`config.mk`:
```
export PLATFORM = sky130hd
export DESIGN_NAME = safr_regs
export DESIGN_NICKNAME = d
export VERILOG_FILES = /design/src/safr_pkg.sv /design/src/safr_word.sv /design/src/safr_ee_loader.sv /design/src/safr_regs.sv
export SDC_FILE = /design/constraint.sdc
export NUM_CORES = 1
export LEC_CHECK = 0
export ABC_AREA = 1
export BUFFER_PORTS_ARGS = -buffer_cell sky130_fd_sc_hd__buf_2
export CORE_ASPECT_RATIO = 1.25
export CORE_MARGIN = 1
export CORE_UTILIZATION = 25
export CTS_BUF_LIST = sky130_fd_sc_hd__clkbuf_4
export DETAILED_ROUTE_END_ITERATION = 16
export HOLD_SLACK_MARGIN = 0.02
export PLACE_DENSITY = 0.51
export SLEW_MARGIN = 20
export SYNTH_ARGS = -nofsm -noshare
export SYNTH_HDL_FRONTEND = slang
export SYNTH_SLANG_ARGS = --single-unit
```
`constraint.sdc`:
```
create_clock -name pclk -period 4.53 [get_ports pclk]
set_input_delay 0.6795 -clock pclk [delete_from_list [all_inputs] [get_ports pclk]]
set_output_delay 0.6795 -clock pclk [all_outputs]
set_load 0.005 [all_outputs]
```
`src/safr_pkg.sv`:
```
package safr_pkg;
  // ==========================================================
  // widths and counts
  localparam int          DATA_W      = 16;
  localparam int          ADDR_W      = 8;
  localparam int          N_HASH      = 4;
  localparam int          N_SA        = 3;
  localparam int          N_WORDS     = N_HASH + N_SA;
  localparam int          IDX_W       = 3;
  localparam int          EE_IDX_W    = 2;

  // ==========================================================
  // register byte addresses (one aligned word each)
  localparam logic [7:0]  A_HASH0     = 8'h20;
  localparam logic [7:0]  A_HASH1     = 8'h24;
  localparam logic [7:0]  A_HASH2     = 8'h28;
  localparam logic [7:0]  A_HASH3     = 8'h2c;
  localparam logic [7:0]  A_SA_LOW    = 8'h30;
  localparam logic [7:0]  A_SA_MID    = 8'h34;
  localparam logic [7:0]  A_SA_HIGH   = 8'h38;
  localparam logic [7:0]  A_EE_CTRL   = 8'h4c;
  localparam logic [7:0]  A_STATUS    = 8'h50;

  // word index of the first station-address word
  localparam logic [2:0]  SA_BASE_IDX = 3'h4;

  // ==========================================================
  // field positions
  localparam int          EE_RELOAD_BIT = 14;
  localparam int          ST_STOPPED    = 0;
  localparam int          ST_SUSPENDED  = 1;
  localparam int          ST_EE_BUSY    = 2;
  localparam int          ST_EE_PRESENT = 3;

  // ==========================================================
  // reset values
  localparam logic [31:0] PRDATA_RST  = 32'h0000_0000;
  localparam logic        BOOT_RST    = 1'b1;
endpackage

```
`src/safr_word.sv`:
```
`timescale 1ns/1ps
module safr_word
  import safr_pkg::*;
(
  input  wire logic              clk,
  input  wire logic              a_valid,
  input  wire logic [DATA_W-1:0] a_data,
  input  wire logic              b_valid,
  input  wire logic [DATA_W-1:0] b_data,
  input  wire logic              c_valid,
  input  wire logic [DATA_W-1:0] c_data,
  output logic      [DATA_W-1:0] q
);
  logic [DATA_W-1:0] data_ff;

  // no reset on purpose: stored contents survive every reset
  always_ff @(posedge clk) begin
    if (a_valid) begin
      data_ff <= a_data;
    end else if (b_valid) begin
      data_ff <= b_data;
    end else if (c_valid) begin
      data_ff <= c_data;
    end
  end

  assign q = data_ff;
endmodule // safr_word

```
`src/safr_ee_loader.sv`:
```
`timescale 1ns/1ps
module safr_ee_loader
  import safr_pkg::*;
#(
  parameter int N = N_SA
) (
  input  wire logic                clk,
  input  wire logic                rstn,
  input  wire logic                start,
  input  wire logic                present,
  output logic                     rd_req,
  output logic      [EE_IDX_W-1:0] rd_addr,
  input  wire logic                rd_ack,
  input  wire logic [DATA_W-1:0]   rd_data,
  output logic                     ld_valid,
  output logic      [EE_IDX_W-1:0] ld_index,
  output logic      [DATA_W-1:0]   ld_data,
  output logic                     busy
);
  typedef enum logic {SAFR_EE_IDLE, SAFR_EE_FETCH} safr_ee_state_t;

  safr_ee_state_t      state_ff;
  logic [EE_IDX_W-1:0] idx_ff;
  logic                ld_valid_ff;
  logic [EE_IDX_W-1:0] ld_index_ff;
  logic [DATA_W-1:0]   ld_data_ff;

  initial begin
    if (N < 1 || N > (1 << EE_IDX_W)) begin
      $error("safr_ee_loader: N out of range");
    end
  end

  // ==========================================================
  // fetch sequencer
  always_ff @(posedge clk or negedge rstn) begin
    if (!rstn) begin
      state_ff <= SAFR_EE_IDLE;
      idx_ff   <= '0;
    end else begin
      unique case (state_ff)
        SAFR_EE_IDLE: begin
          // absent part: nothing to fetch, contents stay as they were
          if (start && present) begin
            state_ff <= SAFR_EE_FETCH;
            idx_ff   <= '0;
          end
        end
        SAFR_EE_FETCH: begin
          if (rd_ack) begin
            idx_ff <= idx_ff + 1'b1;
            if (idx_ff == EE_IDX_W'(N - 1)) begin
              state_ff <= SAFR_EE_IDLE;
            end
          end
        end
      endcase
    end
  end

  always_ff @(posedge clk or negedge rstn) begin
    if (!rstn) begin
      ld_valid_ff <= 1'b0;
      ld_index_ff <= '0;
      ld_data_ff  <= '0;
    end else begin
      ld_valid_ff <= (state_ff == SAFR_EE_FETCH) && rd_ack;
      if ((state_ff == SAFR_EE_FETCH) && rd_ack) begin
        ld_index_ff <= idx_ff;
        ld_data_ff  <= rd_data;
      end
    end
  end

  assign rd_req   = (state_ff == SAFR_EE_FETCH);
  assign rd_addr  = idx_ff;
  assign busy     = (state_ff == SAFR_EE_FETCH) || ld_valid_ff;
  assign ld_valid = ld_valid_ff;
  assign ld_index = ld_index_ff;
  assign ld_data  = ld_data_ff;
endmodule // safr_ee_loader

```
`src/safr_regs.sv`:
```
// What this block does
// - upper sixteen bits written as zero by host; device reads them back as zero
// - 64-bit hash filter kept in four 16-bit words, low word first
// - hash words undefined until init-block load or direct host write
// - filter and address words accessible only while stopped or suspended
// - stored words unchanged by software reset or stop; hardware reset keeps hash words, and station words only without a serial prom
// - 48-bit station address kept in three 16-bit words, low word first
// - station address fetched from serial prom after reset and on reload command
// - without a serial prom the station address stays undefined until loaded
// - station address also loadable from init block and by host write
`timescale 1ns/1ps
module safr_regs
  import safr_pkg::*;
#(
  parameter int HASH_WORDS = N_HASH,
  parameter int SA_WORDS   = N_SA
) (
  input  wire logic                     pclk,
  input  wire logic                     presetn,
  input  wire logic                     psel,
  input  wire logic                     penable,
  input  wire logic                     pwrite,
  input  wire logic [ADDR_W-1:0]        paddr,
  input  wire logic [31:0]              pwdata,
  output logic      [31:0]              prdata,
  output logic                          pready,
  output logic                          pslverr,
  input  wire logic                     stopped_flag,
  input  wire logic                     suspended_flag,
  input  wire logic                     init_load_valid,
  input  wire logic [IDX_W-1:0]         init_load_index,
  input  wire logic [DATA_W-1:0]        init_load_data,
  input  wire logic                     ee_present,
  output logic                          ee_rd_req,
  output logic      [EE_IDX_W-1:0]      ee_rd_addr,
  input  wire logic                     ee_rd_ack,
  input  wire logic [DATA_W-1:0]        ee_rd_data,
  output logic                          ee_load_busy,
  output logic      [DATA_W*N_HASH-1:0] multicast_hash_filter,
  output logic      [DATA_W*N_SA-1:0]   station_address
);
  // ==========================================================
  // elaboration checks
  initial begin
    if (HASH_WORDS != N_HASH || SA_WORDS != N_SA) begin
      $error("safr_regs: word counts fixed by the address map");
    end
  end

  // ==========================================================
  // address decode
  function automatic logic word_hit(input logic [ADDR_W-1:0] a);
    word_hit = (a[1:0] == 2'b00) && (a >= A_HASH0) && (a <= A_SA_HIGH);
  endfunction

  function automatic logic [IDX_W-1:0] word_idx(input logic [ADDR_W-1:0] a);
    logic [ADDR_W-1:0] off;
    off      = a - A_HASH0;
    word_idx = off[IDX_W+1:2];
  endfunction

  logic                     setup_ph;
  logic                     access_ph;
  logic                     allowed;
  logic                     hit_word;
  logic                     hit_ctrl;
  logic                     hit_stat;
  logic                     mapped;
  logic                     denied;
  logic                     host_wr;
  logic [IDX_W-1:0]         widx;
  logic [31:0]              nxt_prdata;
  logic [31:0]              prdata_ff;
  logic [DATA_W-1:0]        words [N_WORDS];
  logic                     boot_ff;
  logic                     reload_ff;
  logic                     ee_start;
  logic                     ee_ld_valid;
  logic [EE_IDX_W-1:0]      ee_ld_index;
  logic [DATA_W-1:0]        ee_ld_data;
  logic [IDX_W-1:0]         ee_word_idx;

  assign setup_ph  = psel && !penable;
  assign access_ph = psel && penable;
  assign allowed   = stopped_flag || suspended_flag;
  assign hit_word  = word_hit(paddr);
  assign widx      = word_idx(paddr);
  assign hit_ctrl  = (paddr == A_EE_CTRL);
  assign hit_stat  = (paddr == A_STATUS);
  assign mapped    = hit_word || hit_ctrl || hit_stat;
  // filter words refuse any access outside the stopped/suspended window
  assign denied    = hit_word && !allowed;
  // only an accepted access phase may touch storage
  assign host_wr   = access_ph && pwrite && hit_word && allowed;

  // ==========================================================
  // apb answer: zero wait states, read data captured in setup
  assign pready  = 1'b1;
  assign pslverr = access_ph && (!mapped || denied);

  always_comb begin
    nxt_prdata = '0;
    if (hit_word && allowed) begin
      // upper half always reads as zero
      nxt_prdata = {16'h0000, words[widx]};
    end else if (hit_ctrl) begin
      nxt_prdata[EE_RELOAD_BIT] = ee_load_busy;
    end else if (hit_stat) begin
      nxt_prdata[ST_STOPPED]    = stopped_flag;
      nxt_prdata[ST_SUSPENDED]  = suspended_flag;
      nxt_prdata[ST_EE_BUSY]    = ee_load_busy;
      nxt_prdata[ST_EE_PRESENT] = ee_present;
    end
  end

  always_ff @(posedge pclk or negedge presetn) begin
    if (!presetn) begin
      prdata_ff <= PRDATA_RST;
    end else if (setup_ph && !pwrite) begin
      prdata_ff <= nxt_prdata;
    end
  end

  assign prdata = prdata_ff;

  // ==========================================================
  // serial prom fetch: once after reset release, again on command
  always_ff @(posedge pclk or negedge presetn) begin
    if (!presetn) begin
      boot_ff <= BOOT_RST;
    end else begin
      boot_ff <= 1'b0;
    end
  end

  always_ff @(posedge pclk or negedge presetn) begin
    if (!presetn) begin
      reload_ff <= 1'b0;
    end else begin
      // self-clearing command bit
      reload_ff <= access_ph && pwrite && hit_ctrl
                   && pwdata[EE_RELOAD_BIT];
    end
  end

  assign ee_start = boot_ff || reload_ff;

  safr_ee_loader #(
    .N        (N_SA)
  ) u_ee (
    .clk      (pclk),
    .rstn     (presetn),
    .start    (ee_start),
    .present  (ee_present),
    .rd_req   (ee_rd_req),
    .rd_addr  (ee_rd_addr),
    .rd_ack   (ee_rd_ack),
    .rd_data  (ee_rd_data),
    .ld_valid (ee_ld_valid),
    .ld_index (ee_ld_index),
    .ld_data  (ee_ld_data),
    .busy     (ee_load_busy)
  );

  assign ee_word_idx = SA_BASE_IDX + IDX_W'(ee_ld_index);

  // ==========================================================
  // storage words: init block first, then prom, then host
  // a host write that meets a hardware load of the same word in the same cycle is lost;
  // software only writes while stopped or suspended, when no load should be running
  for (genvar i = 0; i < N_WORDS; i++) begin : g_word
    logic init_hit;
    logic ee_hit;
    logic host_hit;
    assign init_hit = init_load_valid && (init_load_index == IDX_W'(i));
    assign ee_hit   = (i >= N_HASH) && ee_ld_valid
                      && (ee_word_idx == IDX_W'(i));
    assign host_hit = host_wr && (widx == IDX_W'(i));
    safr_word u_word (
      .clk     (pclk),
      .a_valid (init_hit),
      .a_data  (init_load_data),
      .b_valid (ee_hit),
      .b_data  (ee_ld_data),
      .c_valid (host_hit),
      .c_data  (pwdata[DATA_W-1:0]),
      .q       (words[i])
    );
  end

  // low word at the lowest address
  for (genvar h = 0; h < N_HASH; h++) begin : g_hash
    assign multicast_hash_filter[h*DATA_W +: DATA_W] = words[h];
  end

  for (genvar s = 0; s < N_SA; s++) begin : g_sa
    assign station_address[s*DATA_W +: DATA_W] = words[N_HASH + s];
  end
endmodule // safr_regs

```
==> tab_implementation.tex, run 1 <==
\begin{tabular}{lr}
\hline
Metric & Value \\
\hline
\multicolumn{2}{l}{\textbf{Power and ir drop}} \\
\quad Leak & 4.380 nW \\
\quad Logic pwr share & 0.238 \\
\quad Clk network pwr share & 0.255 \\
\quad VDD IR-drop max & 0.1551 mV \\
\quad Sequential cell fraction of total power & 0.506 \\
\quad Switching portion of total power & 0.3322 \\
\quad Internal power & 2.510 mW \\
\quad PD cells & 389.7 nW/um\^{}2 \\
\quad Switching pwr & 1.248 mW \\
\multicolumn{2}{l}{\textbf{Synth}} \\
\quad Synth Register Bits & 152 \\
\quad Syn Inst Count & 949 \\
\quad Share of the yosys chip area belonging to registers & 0.5446 \\
\quad Number of enable-type register cells in the synthesized netlist & 112 \\
\quad Average cell area after synthesis & roughly 8.4 um\^{}2 \\
\quad Fraction of synthesized cell area taken by the top area cell type & 0.4196 \\
\quad Most used flip-flop cell after synthesis & edfxtp\_1 \\
\quad Cell area after synthesis & 8015 um\^{}2 \\
\quad Synth Warn \# & 0 \\
\quad Ranking of synthesized cells by area & edfxtp\_1 42\%, nand2\_1 13\%, dfrtp\_1 12\%, o21ai\_0 8.6\%, inv\_1 3.8\% \\
\quad Number of distinct library cell variants in the gate-level netlist after synthesis & 29 \\
\quad Synth async-reset ratio & 0.2632 \\
\quad Library cell with the largest summed area after synthesis & edfxtp\_1 \\
\multicolumn{2}{l}{\textbf{Cells and area}} \\
\quad Most frequent cells in the layout & 279 x nand2\_1, 200 x buf\_2, 137 x o21ai\_0 \\
\quad Post-Layout Inst Area & a little under 10,000 um\^{}2 \\
\quad Fraction of layout cells with a size suffix above 1 & 0.2284 \\
\quad Nets & 1,220 \\
\quad Area Overhead vs Synth & 20.32\% \\
\quad Most common cell after layout, fill and taps aside & nand2\_1 \\
\quad Total of fill cells in the finished design & 3,376 \\
\multicolumn{2}{l}{\textbf{Setup path}} \\
\quad Critical path class & in2out \\
\quad Launching element of the worst setup path & paddr[2] \\
\quad R2R Path Start & u\_ee.ld\_index[0] \\
\quad Slack of the worst reg-to-reg path & 2.16 ns \\
\quad Worst-path maximum fanout & 23 \\
\quad Critical path data required time & 3.85 ns \\
\quad End of the worst register-to-register path & g\_word[6].u\_word.q[7] \\
\quad Critical Path Source Type & input port \\
\quad Critical path capture point type & primary output \\
\quad Arrival time at the worst endpoint & $\sim$2.2 ns \\
\quad Depth of the worst register-to-register path & 5 \\
\multicolumn{2}{l}{\textbf{Timing}} \\
\quad Endpoints failing setup & 0 \\
\quad Peak clock frequency supported by timing & 347.9 MHz \\
\quad Total Negative Setup Slacks & 0 ns \\
\quad Total count of max-transition violations in the final report & 0 \\
\quad Min Tclk post-route & 2.875 ns \\
\quad Share of the cycle needed by the critical path after routing & 0.6346 \\
\quad Number of hold-slack violations in the final timing report & 0 \\
\quad Remaining max-slew budget at the tightest pin & 0.3184 \\
\quad Setup repair after global routing missed its margin & false \\
\quad Clock tree skew after final layout & roughly 0.014 ns \\
\quad Transition time at the pin with the least slew margin & 1.020 ns \\
\quad Final worst slack & around 1.7 ns \\
\multicolumn{2}{l}{\textbf{Global route}} \\
\quad Pin count of the biggest net entering global routing & 41 \\
\quad Total routing resource utilization after global routing & 0.1859 \\
\quad Antenna violations before repair & 3 \\
\quad Wire length of the first global-routing pass & between 40 and 50 mm \\
\quad Global route overflow & 0 \\
\quad Vias in the first global route & around 7k \\
\multicolumn{2}{l}{\textbf{Floorplanning}} \\
\quad Horizontal die dimension & between 150 and 200 um \\
\quad Core area & 31,260 um\^{}2 \\
\quad FP Rows & 72 \\
\quad Initial standard-cell utilization of the core & 0.2564 \\
\quad Vert. Die Dim & 202.2 um \\
\quad Total die area & 32,790 um\^{}2 \\
\quad Io pins & 235 \\
\multicolumn{2}{l}{\textbf{Route}} \\
\quad Via density & 4.624 \\
\quad Initial DRT Pass Iterations & 5 \\
\quad Via count & $\sim$7.2k \\
\quad Residual antenna-violating net count after detailed routing & 0 \\
\quad Sum of routed wire length over all layers & 30.07 mm \\
\quad DRC violation count after routing & 0 \\
\quad Final routed wire length divided by cell count & 19.34 um \\
\quad First DRT Iteration DRCs & 550 \\
\multicolumn{2}{l}{\textbf{Clocking}} \\
\quad Hold buffer count at CTS & 0 \\
\quad H-tree depth reported by CTS & 4 \\
\quad Post-CTS repair timing setup buffer count & 0 \\
\quad Clock latency on the worst-skew pair & roughly 0.58 ns \\
\quad Buffers from clock root to sink, at most & 2 \\
\quad Clock tree from TritonCTS & built \\
\quad CTS buffer count & 17 \\
\quad Clock input transition at the sequential cells of the worst setup and hold paths & 0.14 ns \\
\quad Clk Tree Root Cell & clkbuf\_4 \\
\quad Sinks on Clock Net & 152 \\
\quad CTS-repair resized insts & 0 \\
\multicolumn{2}{l}{\textbf{Placed design}} \\
\quad Detailed placement HPWL & 22.92 mm \\
\quad Pre-CTS setup slack & 1.287 ns \\
\quad Standard cell area after detailed placement & around 9300 um\^{}2 \\
\quad Gpl congestion & 0.8548 \\
\quad Port bufs & approximately 200 \\
\multicolumn{2}{l}{\textbf{Hold path}} \\
\quad Path class of the lowest-slack min-delay path & in2async \\
\multicolumn{2}{l}{\textbf{Run}} \\
\quad Max-Cap Viols & 0 \\
\multicolumn{2}{l}{\textbf{Outcome}} \\
\quad Result of the run & finished clean \\
\hline
\end{tabular}
[worst max-delay path by stage]
stage               slack, ns               endpoint  cells past startpoint
floorplan                1.99  g_word[5].u_word.q[0]                      8
global placement         1.25  g_word[4].u_word.q[7]                      8
detailed placement       1.29  g_word[4].u_word.q[3]                      8
CTS                      1.63                pslverr                      8
global route             1.49                pslverr                      8
finish                   1.66                pslverr                      8
[worst max-delay path, cell delays in order]
cell,delay [ns]
buf_2,0.30
nor2_4,0.37
inv_2,0.06
nor2_1,0.34
nand2_1,0.17
nand2_1,0.10
nor3_1,0.04
buf_2,0.12
[cell usage after synthesis (4+ instances only)]
library cell  instances
a21oi_1              33
buf_2                15
buf_4                21
buf_6                 6
clkbuf_1             25
dfrtp_1              39
edfxtp_1            112
inv_1                81
nand2_1             279
nand3_1              45
nand4_1               4
nor2_1               74
o211ai_1             35
o21ai_0             137
o21ai_1              16
or2_1                 5
[routing by layer]
layer  track usage  wire length, um  vias up
met5             0               23        -
met4        0.1078             1499        4
met3       0.05151             2188       65
met2        0.3101            14420      285
met1        0.2119            11940     3325
li1              -                -     3511
[power by group through the flow]
| stage | combinational (mW) | clock (mW) | sequential (mW) |
|---|---|---|---|
| 3_3_place_gp | 0.890 | 0 | 1.93 |
| 2_1_floorplan | 0.522 | 0 | 1.89 |
| 6_report | 0.895 | 0.960 | 1.90 |
| 4_1_cts | 0.910 | 0.986 | 1.90 |
| 3_5_place_dp | 0.904 | 0 | 1.94 |
| 5_1_grt | 1.02 | 1.03 | 1.92 |
[cell families after synthesis]
logic type                 after synthesis  synth area share
buffers and inverters                  151           0.08882
other                                    2         0.0009370
DFF                                    152            0.5446
and+or+nand+nor                        419            0.2125
AOI/OAI and AO/OA                      224            0.1516
adders and majority gates                1          0.001561
[per-stage QoR]
step / power (mW) / cells / utilization / hold slack (ns)
floorplan: 2.413 / 965 / - / 0.3839
global placement: 2.820 / 1522 / 0.2980 / 0.4599
detailed placement: 2.840 / 1522 / 0.2980 / 0.4627
CTS: 3.800 / 1554 / 0.3084 / 0.2364
global route: 3.966 / 1555 / 0.3085 / 0.06210
finish: 3.758 / 1555 / 0.3085 / 0.06251
[cell type report]
cell class / count / area [um^2] / share of cell area
antenna: 1 / 2.502 / 0.0002595
clock buffer: 19 / 142.6 / 0.01479
clock inverter: 13 / 180.2 / 0.01868
inverter: 84 / 317.8 / 0.03295
multi-input combinational: 662 / 2998 / 0.3108
sequential: 152 / 4365 / 0.4526
tap: 407 / 509.2 / 0.05280
timing repair buffer: 217 / 1129 / 0.1170
[registers in the layout (all words and copies together), names as in the netlist]
name             cells
reload_ff            1
prdata              16
u_ee.rd_addr         2
u_ee.ld_index        2
u_ee.ld_data        16
boot_ff              1
g_word.u_word.q    112
u_ee.ld_valid        1
u_ee.rd_req          1
Note: power is estimated with default switching activity, not from simulation.
==> run 2: changes to the inputs <==
--- a/config.mk
+++ b/config.mk
@@ -13,7 +13,7 @@
 export CTS_BUF_LIST = sky130_fd_sc_hd__clkbuf_4
 export DETAILED_ROUTE_END_ITERATION = 16
 export HOLD_SLACK_MARGIN = 0.02
-export PLACE_DENSITY = 0.51
+export PLACE_DENSITY = 0.52
 export SLEW_MARGIN = 20
 export SYNTH_ARGS = -nofsm -noshare
 export SYNTH_HDL_FRONTEND = slang
==> constraint.sdc (replaced) <==
create_clock -name pclk -period 2.6 [get_ports pclk]
set_input_delay 0.39 -clock pclk [delete_from_list [all_inputs] [get_ports pclk]]
set_output_delay 0.39 -clock pclk [all_outputs]
set_load 0.005 [all_outputs]
==> run 2 against run 1 <==
Effect of this change: clock-buffer cell count did not move; global-route usage fell by 0.27 points; non-clock buffer count up 40; total power is 81% higher; core utilization grew 1.5 points; sequential power rose by 74%; design area up 4.9%; die area is the same; cell count rose by 2.7%.
==> tab_implementation.tex, run 2 (same netlist as run 1, synthesis figures left out) <==
\begin{tabular}{lr}
\hline
Metric & Value \\
\hline
\multicolumn{2}{l}{\textbf{Outcome}} \\
\quad Result of the run & finished clean \\
\multicolumn{2}{l}{\textbf{Placed design}} \\
\quad Standard cell area after detailed placement & about 9600 um\^{}2 \\
\quad Gpl congestion & 0.8884 \\
\quad Port bufs & 201 \\
\quad Detailed placement HPWL & 23.33 mm \\
\quad Pre-CTS setup slack & 0.4847 ns \\
\multicolumn{2}{l}{\textbf{Timing}} \\
\quad Setup repair after global routing missed its margin & false \\
\quad Final worst slack & 0.5702 ns \\
\quad Share of the cycle needed by the critical path after routing & 0.7807 \\
\quad Number of hold-slack violations in the final timing report & 0 \\
\quad Total Negative Setup Slacks & 0 ns \\
\quad Total count of max-transition violations in the final report & 0 \\
\quad Min Tclk post-route & 2.030 ns \\
\quad Remaining max-slew budget at the tightest pin & 0.6103 \\
\quad Clock tree skew after final layout & 0.02145 ns \\
\quad Peak clock frequency supported by timing & 492.6 MHz \\
\quad Transition time at the pin with the least slew margin & 0.5840 ns \\
\quad Endpoints failing setup & 0 \\
\multicolumn{2}{l}{\textbf{Cells and area}} \\
\quad Post-Layout Inst Area & around 10,000 um\^{}2 \\
\quad Most common cell after layout, fill and taps aside & nand2\_1 \\
\quad Area Overhead vs Synth & 26.19\% \\
\quad Largest register FFs & roughly 110 \\
\quad Core utilization of the finished layout & 0.3236 \\
\quad Nets & 1,260 \\
\quad Most frequent cells in the layout & 279 x nand2\_1, 200 x buf\_2, 137 x o21ai\_0 \\
\quad Fraction of layout cells with a size suffix above 1 & 0.2401 \\
\multicolumn{2}{l}{\textbf{Global route}} \\
\quad Met2 Usage GRT & 0.3150 \\
\quad Met1 capacity usage during global routing & 0.2093 \\
\quad Vias in the first global route & 6,986 \\
\quad Antenna violations before repair & 4 \\
\quad Most Crowded Layer GR & met2 \\
\quad Global route overflow & 0 \\
\quad Met3 demand-to-capacity share in global routing & 0.04925 \\
\quad Wire length of the first global-routing pass & 43.49 mm \\
\quad Total routing resource utilization after global routing & 0.1833 \\
\quad Pin count of the biggest net entering global routing & 41 \\
\multicolumn{2}{l}{\textbf{Route}} \\
\quad DRC violation count after routing & 0 \\
\quad Via count & 7,160 \\
\quad First DRT Iteration DRCs & 500 \\
\quad Via density & 4.483 \\
\quad Initial DRT Pass Iterations & 7 \\
\quad Sum of routed wire length over all layers & about 30 mm \\
\quad Final routed wire length divided by cell count & 18.51 um \\
\quad Residual antenna-violating net count after detailed routing & 0 \\
\multicolumn{2}{l}{\textbf{Setup path}} \\
\quad Arrival time at the worst endpoint & 1.64 ns \\
\quad Crit path max-delay family & simple AND/OR/NAND/NOR gates \\
\quad List of cells traversed by the critical path & buf\_2, nor2\_4, inv\_2, nor2\_1, nand2\_1, nand2\_1, nor3\_1, buf\_2 \\
\quad Slack of the worst reg-to-reg path & 0.88 ns \\
\quad Critical path's slowest cell & nor2\_1 \\
\quad Critical path buffers and inverters & 3 \\
\quad Critical path capture point type & primary output \\
\quad Stage delay of the slowest cell on the critical path & around 0.31 ns \\
\quad Critical path data required time & around 2.2 ns \\
\quad Critical path class & in2out \\
\quad Critical Path Source Type & input port \\
\quad Worst-path maximum fanout & 12 \\
\multicolumn{2}{l}{\textbf{Clocking}} \\
\quad Clock latency on the worst-skew pair & 0.58 ns \\
\quad H-tree depth reported by CTS & 4 \\
\quad Post-CTS repair timing setup buffer count & 0 \\
\quad Sinks on Clock Net & 152 \\
\quad Buffers from clock root to sink, at most & 2 \\
\quad CTS buffer count & 17 \\
\quad Clock tree from TritonCTS & built \\
\quad Clock input transition at the sequential cells of the worst setup and hold paths & 0.12 ns \\
\quad Clk Tree Root Cell & clkbuf\_4 \\
\multicolumn{2}{l}{\textbf{Power and ir drop}} \\
\quad VDD IR-drop max & approximately 0.27 mV \\
\quad Total power & approximately 6.8 mW \\
\quad PD cells & 671.0 nW/um\^{}2 \\
\quad Leak & 4.617 nW \\
\multicolumn{2}{l}{\textbf{Floorplanning}} \\
\quad Horizontal die dimension & 162.2 um \\
\quad Vert. Die Dim & 202.2 um \\
\quad Core area & roughly 31,000 um\^{}2 \\
\quad FP Rows & 72 \\
\quad Io pins & 235 \\
\quad Total die area & 32,790 um\^{}2 \\
\quad Initial standard-cell utilization of the core & 0.2564 \\
\multicolumn{2}{l}{\textbf{Run}} \\
\quad Max-Cap Viols & 0 \\
\multicolumn{2}{l}{\textbf{Hold path}} \\
\quad Path class of the lowest-slack min-delay path & in2reg \\
\hline
\end{tabular}
run 2: cell count changes in the layout (fill, tap and decap cells not counted):
cell / delta
clkinv_4: +2
clkinvlp_4: -4
buf_12: +6
bufinv_16: +2
dlygate4sd3_1: +17
diode_2: +2
buf_4: +17
run 2: metal layers:
metal | wire [um] | share of wire
met1 | 11810 | 0.40
met2 | 14960 | 0.51
met3 | 1787 | 0.060
met4 | 980 | 0.033
met5 | 17 | 0.00058
run 2: power breakdown:
part           switching [mW]  internal (mW)
Clock                   0.865          0.974
Sequential              0.245           3.06
Combinational            1.03          0.609
Total                    2.14           4.64
run 2: per-stage QoR:
stage                     hold slack, ns  std cells
after floorplan                  0.09441        965
after global placement            0.4594       1545
after detailed placement          0.4641       1545
after CTS                         0.1151       1594
after global routing              0.1644       1597
final                             0.1632       1597
run 2: layout make-up:
type                    count  area, um^2
clock inverters            13       227.7
flip-flops and latches    152        4365
repair buffers            257        1546
well taps                 407       509.2
multi-input cells         662        2998
diodes                      3       7.507
fillers                  3308       21150
clock buffers              19       142.6
inverters                  84       317.8
run 2: timing repair:
action,4_1_cts,5_1_grt
gates resized for setup,0,0
hold buffers,17,0
endpoints found under the hold margin,55,0
run 2: final timing paths:
| kind | cells after the start | start | to |
|---|---|---|---|
| max | 8 | paddr[3] | pslverr |
| min | 5 | suspended_flag | prdata[1] |
| max reg2reg | 7 | u_ee.ld_index[0] | g_word[6].u_word.q[3] |
| min reg2reg | 2 | prdata[9] | prdata[9] |
| max in group asynchronous | 2 | presetn | u_ee.ld_data[2] |
| min in group asynchronous | 2 | presetn | prdata[13] |
run 2: tightest hold or removal path, delay by kind of cell:
family | cells | cell delay, ns
AOI/OAI and AO/OA | 1 | 0.05
buffers and inverters | 2 | 0.15
and+or+nand+nor | 2 | 0.11
